## config.mk

```make
export PLATFORM = sky130hd
export DESIGN_NAME = pss_sequencer
export DESIGN_NICKNAME = d
export VERILOG_FILES = /design/src/hw/pss_pkg.sv /design/src/hw/pss_sequencer.sv /design/src/hw/pss_sync.sv
export SDC_FILE = /design/constraint.sdc
export NUM_CORES = 1
export LEC_CHECK = 0
export CAP_MARGIN = 10
export CORE_ASPECT_RATIO = 0.5
export CORE_MARGIN = 2
export CORE_UTILIZATION = 40
export DETAILED_ROUTE_END_ITERATION = 10
export DONT_BUFFER_PORTS = 1
export PLACE_DENSITY_LB_ADDON = 0.08
export SLEW_MARGIN = 10
export SYNTH_ARGS = -nofsm -noshare
export SYNTH_HDL_FRONTEND = slang
export SYNTH_SLANG_ARGS = --single-unit
```

## constraint.sdc

```tcl
create_clock -name clk_i -period 5.2 [get_ports clk_i]
set_clock_uncertainty 0.15 [all_clocks]
set_input_delay 0.78 -clock clk_i [delete_from_list [all_inputs] [get_ports clk_i]]
set_output_delay 0.78 -clock clk_i [all_outputs]
set_load 0.02 [all_outputs]
```

## src/hw/pss_pkg.sv

```systemverilog
// constants shared by the supply sequencer design
package pss_pkg;
	localparam int CLK_HZ = 20000000;
	localparam int REG_CYCLE_HZ = 40000;
	// one regulator cycle in clock cycles
	localparam int REG_CYCLE_CYC = CLK_HZ / REG_CYCLE_HZ;
	localparam int RETRY_DELAY_S = 2;
	localparam int RETRY_DELAY_CYC = RETRY_DELAY_S * CLK_HZ;
	localparam int RETRY_MAX = 5;
	localparam int SAVE_DELAY_US = 100;
	localparam int SAVE_DELAY_CYC = SAVE_DELAY_US * (CLK_HZ / 1000000);
	localparam int LIMIT_MAX_CYCLES = 64;
	localparam int STEP_DELAY_US = 10;
	localparam int STEP_DELAY_CYC = STEP_DELAY_US * (CLK_HZ / 1000000);
	localparam int MARGIN_W = 8;
	localparam logic [7:0] MARGIN_RST = 8'h00;

	typedef enum logic [6:0]
	{
		PSS_OFF = 7'h01,
		PSS_RELAY = 7'h02,
		PSS_CHOP = 7'h04,
		PSS_RUN = 7'h08,
		PSS_SAVE = 7'h10,
		PSS_RETRY = 7'h20,
		PSS_BATT = 7'h40
	} pss_state_t;
endpackage : pss_pkg

```

## src/hw/pss_sequencer.sv

```systemverilog
// power supply sequencer, fault detection, retry and battery switchover
`timescale 1ns/1ps
module pss_sequencer
	import pss_pkg::*;
#(
	parameter int RETRY_CYC = RETRY_DELAY_CYC,
	parameter int RETRIES = RETRY_MAX,
	parameter int SAVE_CYC = SAVE_DELAY_CYC,
	parameter int PERIOD_CYC = REG_CYCLE_CYC
) (
	// clock and reset
	input wire logic clk_i,
	input wire logic rst_n_i,
	// sequencing inputs
	input wire logic switch_on_in_i,
	input wire logic ramp_running_i,
	input wire logic bulk_voltage_sense_i,
	// fault inputs
	input wire logic rail12_overload_i,
	input wire logic short_circuit_detect_i,
	input wire logic primary_limit_i,
	input wire logic overvolt_i,
	input wire logic memory_disaster_in_i,
	input wire logic undervolt_i,
	input wire logic mem_voltage_good_i,
	// margining pattern from the CPU
	input wire logic [MARGIN_W-1:0] margin_data_i,
	input wire logic margin_strobe_i,
	// sequencing outputs
	output logic relay_close_o,
	output logic chopper_start_o,
	output logic power_on_enable_o,
	output logic comp_enable_o,
	output logic charger_enable_o,
	output logic battery_on_o,
	// status outputs
	output logic power_good_o,
	output logic power_on_led_o,
	output logic power_fail_o,
	output logic overcurrent_led_o,
	output logic overvolt_led_o,
	output logic mem_disaster_led_o,
	output logic latched_off_o,
	// margin outputs
	output logic margin_5v_up_o,
	output logic margin_5v_down_o,
	output logic margin_12v_up_o,
	output logic margin_12v_down_o,
	output logic margin_neg5v_up_o,
	output logic margin_neg5v_down_o,
	output logic undervolt_threshold_lower_o,
	output logic forced_overcurrent_o
);
	// refuse parameters that the counters cannot serve
	if (RETRY_CYC < 1 || SAVE_CYC < 1 || PERIOD_CYC < 2 || RETRIES < 0 || RETRIES > 15)
	begin : g_param_check
		$error("pss_sequencer: unsupported parameter values");
	end

	localparam int TW = 32;

	logic [10:0] raw_in;
	logic [10:0] syn;
	assign raw_in = {switch_on_in_i, ramp_running_i, bulk_voltage_sense_i, rail12_overload_i,
		short_circuit_detect_i, primary_limit_i, overvolt_i, memory_disaster_in_i, undervolt_i,
		mem_voltage_good_i, margin_strobe_i};

	pss_sync #(.W(11)) u_sync (
		.clk_i(clk_i),
		.rst_n_i(rst_n_i),
		.d_i(raw_in),
		.q_o(syn)
	);

	logic sw_on, ramp_ok, bulk_ok, ovl12, short_circuit_detect, plim, ovv, memory_disaster_in, uv, memok, strobe;
	assign {sw_on, ramp_ok, bulk_ok, ovl12, short_circuit_detect, plim, ovv, memory_disaster_in, uv, memok, strobe} = syn;

	// margin data is sampled only on a synchronised strobe, so it is settled by then
	logic [MARGIN_W-1:0] margin_r, margin_nxt;
	logic strobe_d_r, strobe_d_nxt;

	pss_state_t state_r, state_nxt;
	logic [TW-1:0] timer_r, timer_nxt;
	logic [3:0] retry_r, retry_nxt;
	logic [TW-1:0] period_r, period_nxt;
	logic limit_cut_r, limit_cut_nxt;
	logic [7:0] limit_cnt_r, limit_cnt_nxt;
	logic limit_force_r, limit_force_nxt;
	logic oc_led_r, oc_led_nxt, ov_led_r, ov_led_nxt, md_led_r, md_led_nxt;
	logic latched_r, latched_nxt;
	logic pfail_r, pfail_nxt, pgood_r, pgood_nxt;
	logic relay_r, relay_nxt, chop_r, chop_nxt, pon_r, pon_nxt, comp_r, comp_nxt, bat_r, bat_nxt;
	logic forced_oc;
	logic oc_fault;
	logic pwr_fault;
	logic start_ok;

	assign forced_oc = margin_r[7] | limit_force_r;
	assign oc_fault = ovl12 | short_circuit_detect | forced_oc;
	assign pwr_fault = oc_fault | ovv | memory_disaster_in;
	assign start_ok = sw_on & ramp_ok & bulk_ok;

	always_comb
	begin
		margin_nxt = margin_r;
		strobe_d_nxt = strobe;
		if (strobe && !strobe_d_r)
			margin_nxt = margin_data_i;
		if (!sw_on)
			margin_nxt = MARGIN_RST;
	end

	always_comb
	begin
		period_nxt = (period_r == TW'(PERIOD_CYC - 1)) ? '0 : period_r + TW'(1);
		limit_cut_nxt = limit_cut_r;
		limit_cnt_nxt = limit_cnt_r;
		limit_force_nxt = limit_force_r;
		if (period_r == TW'(PERIOD_CYC - 1))
		begin
			if (limit_cut_r)
				limit_cnt_nxt = (limit_cnt_r == 8'hFF) ? limit_cnt_r : limit_cnt_r + 8'h01;
			else
				limit_cnt_nxt = 8'h00;
			limit_cut_nxt = 1'b0;
		end
		if (plim && state_r == PSS_RUN)
			limit_cut_nxt = 1'b1;
		if (limit_cnt_r >= 8'(LIMIT_MAX_CYCLES))
			limit_force_nxt = 1'b1;
		if (state_r != PSS_RUN)
		begin
			limit_cnt_nxt = 8'h00;
			limit_force_nxt = 1'b0;
		end
	end

	always_comb
	begin
		state_nxt = state_r;
		timer_nxt = (timer_r != '0) ? timer_r - TW'(1) : timer_r;
		retry_nxt = retry_r;
		oc_led_nxt = oc_led_r;
		ov_led_nxt = ov_led_r;
		md_led_nxt = md_led_r;
		latched_nxt = latched_r;
		case (state_r)
			PSS_OFF:
			begin
				if (!sw_on)
				begin
					retry_nxt = 4'h0;
					latched_nxt = 1'b0;
				end
				if (start_ok && !latched_r)
				begin
					oc_led_nxt = 1'b0;
					ov_led_nxt = 1'b0;
					md_led_nxt = 1'b0;
					state_nxt = PSS_RELAY;
					timer_nxt = TW'(STEP_DELAY_CYC);
				end
			end
			PSS_RELAY:
			begin
				if (timer_r == '0)
				begin
					state_nxt = PSS_CHOP;
					timer_nxt = TW'(STEP_DELAY_CYC);
				end
			end
			PSS_CHOP:
			begin
				if (timer_r == '0)
					state_nxt = PSS_RUN;
			end
			PSS_RUN:
			begin
				state_nxt = PSS_RUN;
			end
			PSS_SAVE:
			begin
				if (timer_r == '0)
					state_nxt = PSS_OFF;
			end
			PSS_RETRY:
			begin
				if (!sw_on)
				begin
					state_nxt = PSS_OFF;
				end
				else if (timer_r == '0)
				begin
					retry_nxt = retry_r + 4'h1;
					state_nxt = PSS_OFF;
				end
			end
			PSS_BATT:
			begin
				if (!memok || !sw_on)
					state_nxt = PSS_OFF;
				else if (start_ok && !memory_disaster_in && !ovv && !uv)
					state_nxt = PSS_RELAY;
			end
			default:
			begin
				state_nxt = PSS_OFF;
			end
		endcase
		if (state_r == PSS_RELAY || state_r == PSS_CHOP || state_r == PSS_RUN)
		begin
			if (oc_fault)
			begin
				oc_led_nxt = 1'b1;
				if (retry_r >= 4'(RETRIES))
				begin
					latched_nxt = 1'b1;
					state_nxt = PSS_OFF;
				end
				else
				begin
					state_nxt = PSS_RETRY;
					timer_nxt = TW'(RETRY_CYC);
				end
			end
			else if (ovv)
			begin
				// overvoltage
				// latch off, or the start check would restart into the same fault
				ov_led_nxt = 1'b1;
				latched_nxt = 1'b1;
				state_nxt = PSS_OFF;
			end
			else if (memory_disaster_in)
			begin
				md_led_nxt = 1'b1;
				latched_nxt = 1'b1;
				state_nxt = PSS_OFF;
			end
			else if (!sw_on)
			begin
				state_nxt = PSS_SAVE;
				timer_nxt = TW'(SAVE_CYC);
			end
			else if (!ramp_ok || !bulk_ok || uv)
			begin
				state_nxt = memok ? PSS_BATT : PSS_OFF;
			end
		end
	end

	// outputs from next state
	always_comb
	begin
		relay_nxt = (state_nxt == PSS_RELAY) || (state_nxt == PSS_CHOP) || (state_nxt == PSS_RUN)
			|| (state_nxt == PSS_SAVE);
		chop_nxt = (state_nxt == PSS_CHOP) || (state_nxt == PSS_RUN);
		pon_nxt = (state_nxt == PSS_RUN) && !limit_cut_nxt;
		comp_nxt = (state_nxt == PSS_RUN);
		bat_nxt = (state_nxt == PSS_BATT);
		pgood_nxt = (state_nxt == PSS_RUN) && !uv;
		pfail_nxt = !pgood_nxt || !sw_on || !bulk_ok;
	end

	always_ff @(posedge clk_i or negedge rst_n_i)
	begin
		if (!rst_n_i)
		begin
			margin_r <= MARGIN_RST;
			strobe_d_r <= 1'b0;
			state_r <= PSS_OFF;
			timer_r <= '0;
			retry_r <= 4'h0;
			period_r <= '0;
			limit_cut_r <= 1'b0;
			limit_cnt_r <= 8'h00;
			limit_force_r <= 1'b0;
			oc_led_r <= 1'b0;
			ov_led_r <= 1'b0;
			md_led_r <= 1'b0;
			latched_r <= 1'b0;
			relay_r <= 1'b0;
			chop_r <= 1'b0;
			pon_r <= 1'b0;
			comp_r <= 1'b0;
			bat_r <= 1'b0;
			pgood_r <= 1'b0;
			pfail_r <= 1'b1;
		end
		else
		begin
			margin_r <= margin_nxt;
			strobe_d_r <= strobe_d_nxt;
			state_r <= state_nxt;
			timer_r <= timer_nxt;
			retry_r <= retry_nxt;
			period_r <= period_nxt;
			limit_cut_r <= limit_cut_nxt;
			limit_cnt_r <= limit_cnt_nxt;
			limit_force_r <= limit_force_nxt;
			oc_led_r <= oc_led_nxt;
			ov_led_r <= ov_led_nxt;
			md_led_r <= md_led_nxt;
			latched_r <= latched_nxt;
			relay_r <= relay_nxt;
			chop_r <= chop_nxt;
			pon_r <= pon_nxt;
			comp_r <= comp_nxt;
			bat_r <= bat_nxt;
			pgood_r <= pgood_nxt;
			pfail_r <= pfail_nxt;
		end
	end

	assign relay_close_o = relay_r;
	assign chopper_start_o = chop_r;
	assign power_on_enable_o = pon_r;
	assign comp_enable_o = comp_r;
	assign charger_enable_o = relay_r;
	assign battery_on_o = bat_r;
	assign power_good_o = pgood_r;
	assign power_on_led_o = pgood_r;
	assign power_fail_o = pfail_r;
	assign overcurrent_led_o = oc_led_r;
	assign overvolt_led_o = ov_led_r;
	assign mem_disaster_led_o = md_led_r;
	assign latched_off_o = latched_r;
	assign {forced_overcurrent_o, undervolt_threshold_lower_o, margin_neg5v_down_o, margin_neg5v_up_o,
		margin_12v_down_o, margin_12v_up_o, margin_5v_down_o, margin_5v_up_o} = {forced_oc, margin_r[6:0]};
endmodule : pss_sequencer

```

## src/hw/pss_sync.sv

```systemverilog
// two flip-flop synchroniser for a bundle of level inputs
`timescale 1ns/1ps
module pss_sync #(
	parameter int W = 1
) (
	input wire logic clk_i,
	input wire logic rst_n_i,
	input wire logic [W-1:0] d_i,
	output logic [W-1:0] q_o
);
	logic [W-1:0] meta_r;
	logic [W-1:0] meta_nxt;
	logic [W-1:0] q_nxt;

	always_comb
	begin
		meta_nxt = d_i;
		q_nxt = meta_r;
	end

	always_ff @(posedge clk_i or negedge rst_n_i)
	begin
		if (!rst_n_i)
		begin
			meta_r <= '0;
			q_o <= '0;
		end
		else
		begin
			meta_r <= meta_nxt;
			q_o <= q_nxt;
		end
	end
endmodule : pss_sync

```

==> metrics <==
CTS tree=yes; clk root buf=clkbuf_16; met2 WL=5870 um; final net count=606; Max Slew Vio Count=0; final hold viol count=0; Comb pwr share=0.179; DR iter-0 viols=247; die area=15900 sq um; Final Instance Area=6770 sq um; DRT met1 WL=6300 um; sequential share of power=0.412; Yosys cell types=55; Gate Count Post-Synth=575; Worst R2R Setup Slack=2.21 ns; worst-skew pair later-pin latency=0.42 ns; WS Path Type=reg2reg; vias per cell=5.25; worst IR drop on VDD=234 uV; RR Endpoint=state_r[2]; Rows=31; part of the power in the clock network=0.409; initial antenna violation count=0; total power=3.07 mW; detailed-route via count=4144; RSZ-0062 raised after global routing=no; final WL=12700 um; # port buffers=0; clk slew on worst S/H paths=0.06 ns; I/O pin cnt=42; Post-synth EDFFs=0; leakage=2.98 nW; crit-path cells=nor4_1, nand2_1, or4_1, and4_1, o31ai_1, a21oi_1; Critical Path AT=3.13 ns; # setup viols final=0; Int Power=2.09 mW; setup TNS=0 ns; vias in the first global route=4099; fraction of layout cells with a size suffix above 1=0.0914; H-tree depth=4; Critical Path Sink=state_r[2]; Worst Tran Pin Value=0.805 ns; r2r startpoint=timer_r[3]; syn nets=603; status=finished clean; Synth Warn #=0; area grow syn2layout=14.0%; Tightest Hold Check Type=in2async; worst-path fanout max=19; final non-filler cell total=789; CP max-delay cell=or4_1; Max Cap Violations=0; Switch Pwr=0.978 mW; fin crit share=0.575; starting density of the core=0.410; Startpoint Class=register; die height=90.1 um; Seq cells post-synth=127; crit path from=timer_r[3]; sequential area share after synthesis=0.536; largest net degree at the start of global routing=126; DR DRC count=0; drt wl/cell=16.1 um; Placement Cell Area=6120 sq um; core area=14500 sq um; post-CTS sizing=0; metal3 WL=360 um; 1st-pass router iterations=4; Final min period=2.99 ns; CP required=5.34 ns; CP Capture Type=register; highest routed metal layer=met4; first-pass GRT wire length=21400 um; CP max stage delay=0.89 ns; Sw Ratio=0.319; Slew HR=0.458; Main synth FF type=dfrtp_1; # clock sinks=127; power per cell area=454 nW/um^2; Synth Cell Area=5930 sq um; ant diodes=0; clk buf depth=2; RePlAce Congestion=0.807; placed insts=756; DRT antenna net count=0; Max Freq=335 MHz; Total GRT Usage=0.172; CTS buffer count=17; Die X=176 um; syn_area_per_cell=10.3 sq um; hpwl dp=8340 um; global route overflow=0; Worst Reg-to-Reg Cells=6; Async S/R FF share, synth=1.00
-- power groups by stage --
stage               registers, mW  clock network, mW  logic, mW
detailed placement           1.28                  0      0.524
finish                       1.26               1.25      0.550
global placement             1.28                  0      0.524
global route                 1.28               1.33      0.615
floorplan                    1.22                  0      0.449
CTS                          1.26               1.28      0.548
-- registers in the layout, summed over array words and instances (netlist names), 4 cells and up --
| signal | flops |
|---|---|
| timer_r | 32 |
| retry_r | 4 |
| period_r | 32 |
| u_sync.q_o | 11 |
| margin_r | 8 |
| state_r | 7 |
| u_sync.meta_r | 11 |
| limit_cnt_r | 8 |
-- placed cells by master, fill, tap and decap left out, types with 4 or more instances in the layout --
cell type and count:
dfrtp_1 125, nor2_1 63, nand2_1 41, xnor2_1 31
nand3_1 30, xor2_1 28, o21ai_0 26, nor4_1 20
a21oi_1 19, clkbuf_16 17, inv_1 16, nand4_1 16
nor2b_1 14, nor3_1 14, or3_1 12, mux2i_1 10
ha_1 7, nand2b_1 6, and3_1 6, inv_6 6
and4_1 5, o21ai_1 5, nor4_2 4, nor3b_1 4
nor4b_1 4
-- worst min-delay path by stage --
stage | endpoint | start | depth (start not counted)
finish | state_r[0] | rst_n_i | 0
global route | power_fail_o | rst_n_i | 0
CTS | state_r[0] | rst_n_i | 0
detailed placement | u_sync.q_o[5] | u_sync.meta_r[5] | 0
global placement | u_sync.q_o[0] | u_sync.meta_r[0] | 0
floorplan | u_sync.q_o[0] | u_sync.meta_r[0] | 0
-- repair_timing --
item,4_1_cts,5_1_grt
hold buffers,1,0
hold endpoints to repair,125,0
setup buffers,0,0
-- worst max-delay path, delay by kind of cell, from the launching register on --
| family | cells | cell delay, ns |
|---|---|---|
| AOI/OAI and AO/OA | 2 | 0.34 |
| DFF | 1 | 0.58 |
| and+or+nand+nor | 4 | 1.80 |
-- cells by family (layout without fill, tap and decap cells) --
logic type,Yosys count,count (layout),share of synthesized area
XOR/XNOR,59,59,0.0871
flip-flops,127,127,0.536
AO/OA/AOI/OAI,77,77,0.0793
multiplexers,11,11,0.0188
buffers and inverters,38,54,0.0261
adder cells (fa/ha/maj),7,7,0.0148
AND/OR/NAND/NOR,256,256,0.238
-- stage by stage --
stage | hold WS [ns] | util | worst slack [ns]
2_1_floorplan | 0.181 | - | 2.84
3_3_place_gp | 0.183 | 0.423 | 2.32
3_5_place_dp | 0.186 | 0.423 | 2.24
4_1_cts | 0.0350 | 0.468 | 2.25
5_1_grt | 0.0314 | 0.468 | 2.03
6_report | 0.0554 | 0.468 | 2.21
-- layout make-up --
type                       count  area, sq um
clock buffer                  17          425
clock inverter                15          196
fill                        1349         7700
inverter                      18         67.6
multi-input combinational    410         2600
sequential                   127         3180
tap                          198          248
timing repair buffer           4         50.0
-- cells in the mapped netlist (3+ instances only) --
cell type  count  share of area
nand2_1       41          0.026
xor2_1        28          0.041
a21oi_1       19          0.016
o211ai_1       3         0.0038
ha_1           7          0.015
nor2_1        63          0.040
nand4_1       16          0.017
inv_1         16          0.010
mux2i_1       10          0.017
nor4_1        20          0.021
nand3_1       30          0.025
nor3b_1        4         0.0051
and4_1         5         0.0074
o31ai_1        3         0.0038
xnor2_1       31          0.046
dfrtp_1      125           0.53
or3_1         12          0.013
a211oi_1       3         0.0038
nor3_1        14          0.012
nor4b_1        4         0.0059
clkbuf_1      14         0.0089
nor2b_1       14          0.015
o21ai_1        5         0.0042
nand2b_1       6         0.0063
nor4_2         4         0.0084
and3_1         6         0.0063
o21ai_0       26          0.022
a21o_1         3         0.0038
buf_2          4         0.0034
-- layer usage --
layer	vias to the layer above	GRT usage
met5	-	0
met4	0	0.0551
met3	13	0.0444
met2	59	0.266
met1	2036	0.237
li1	2036	-
Note: power is estimated with default switching activity, not from simulation.
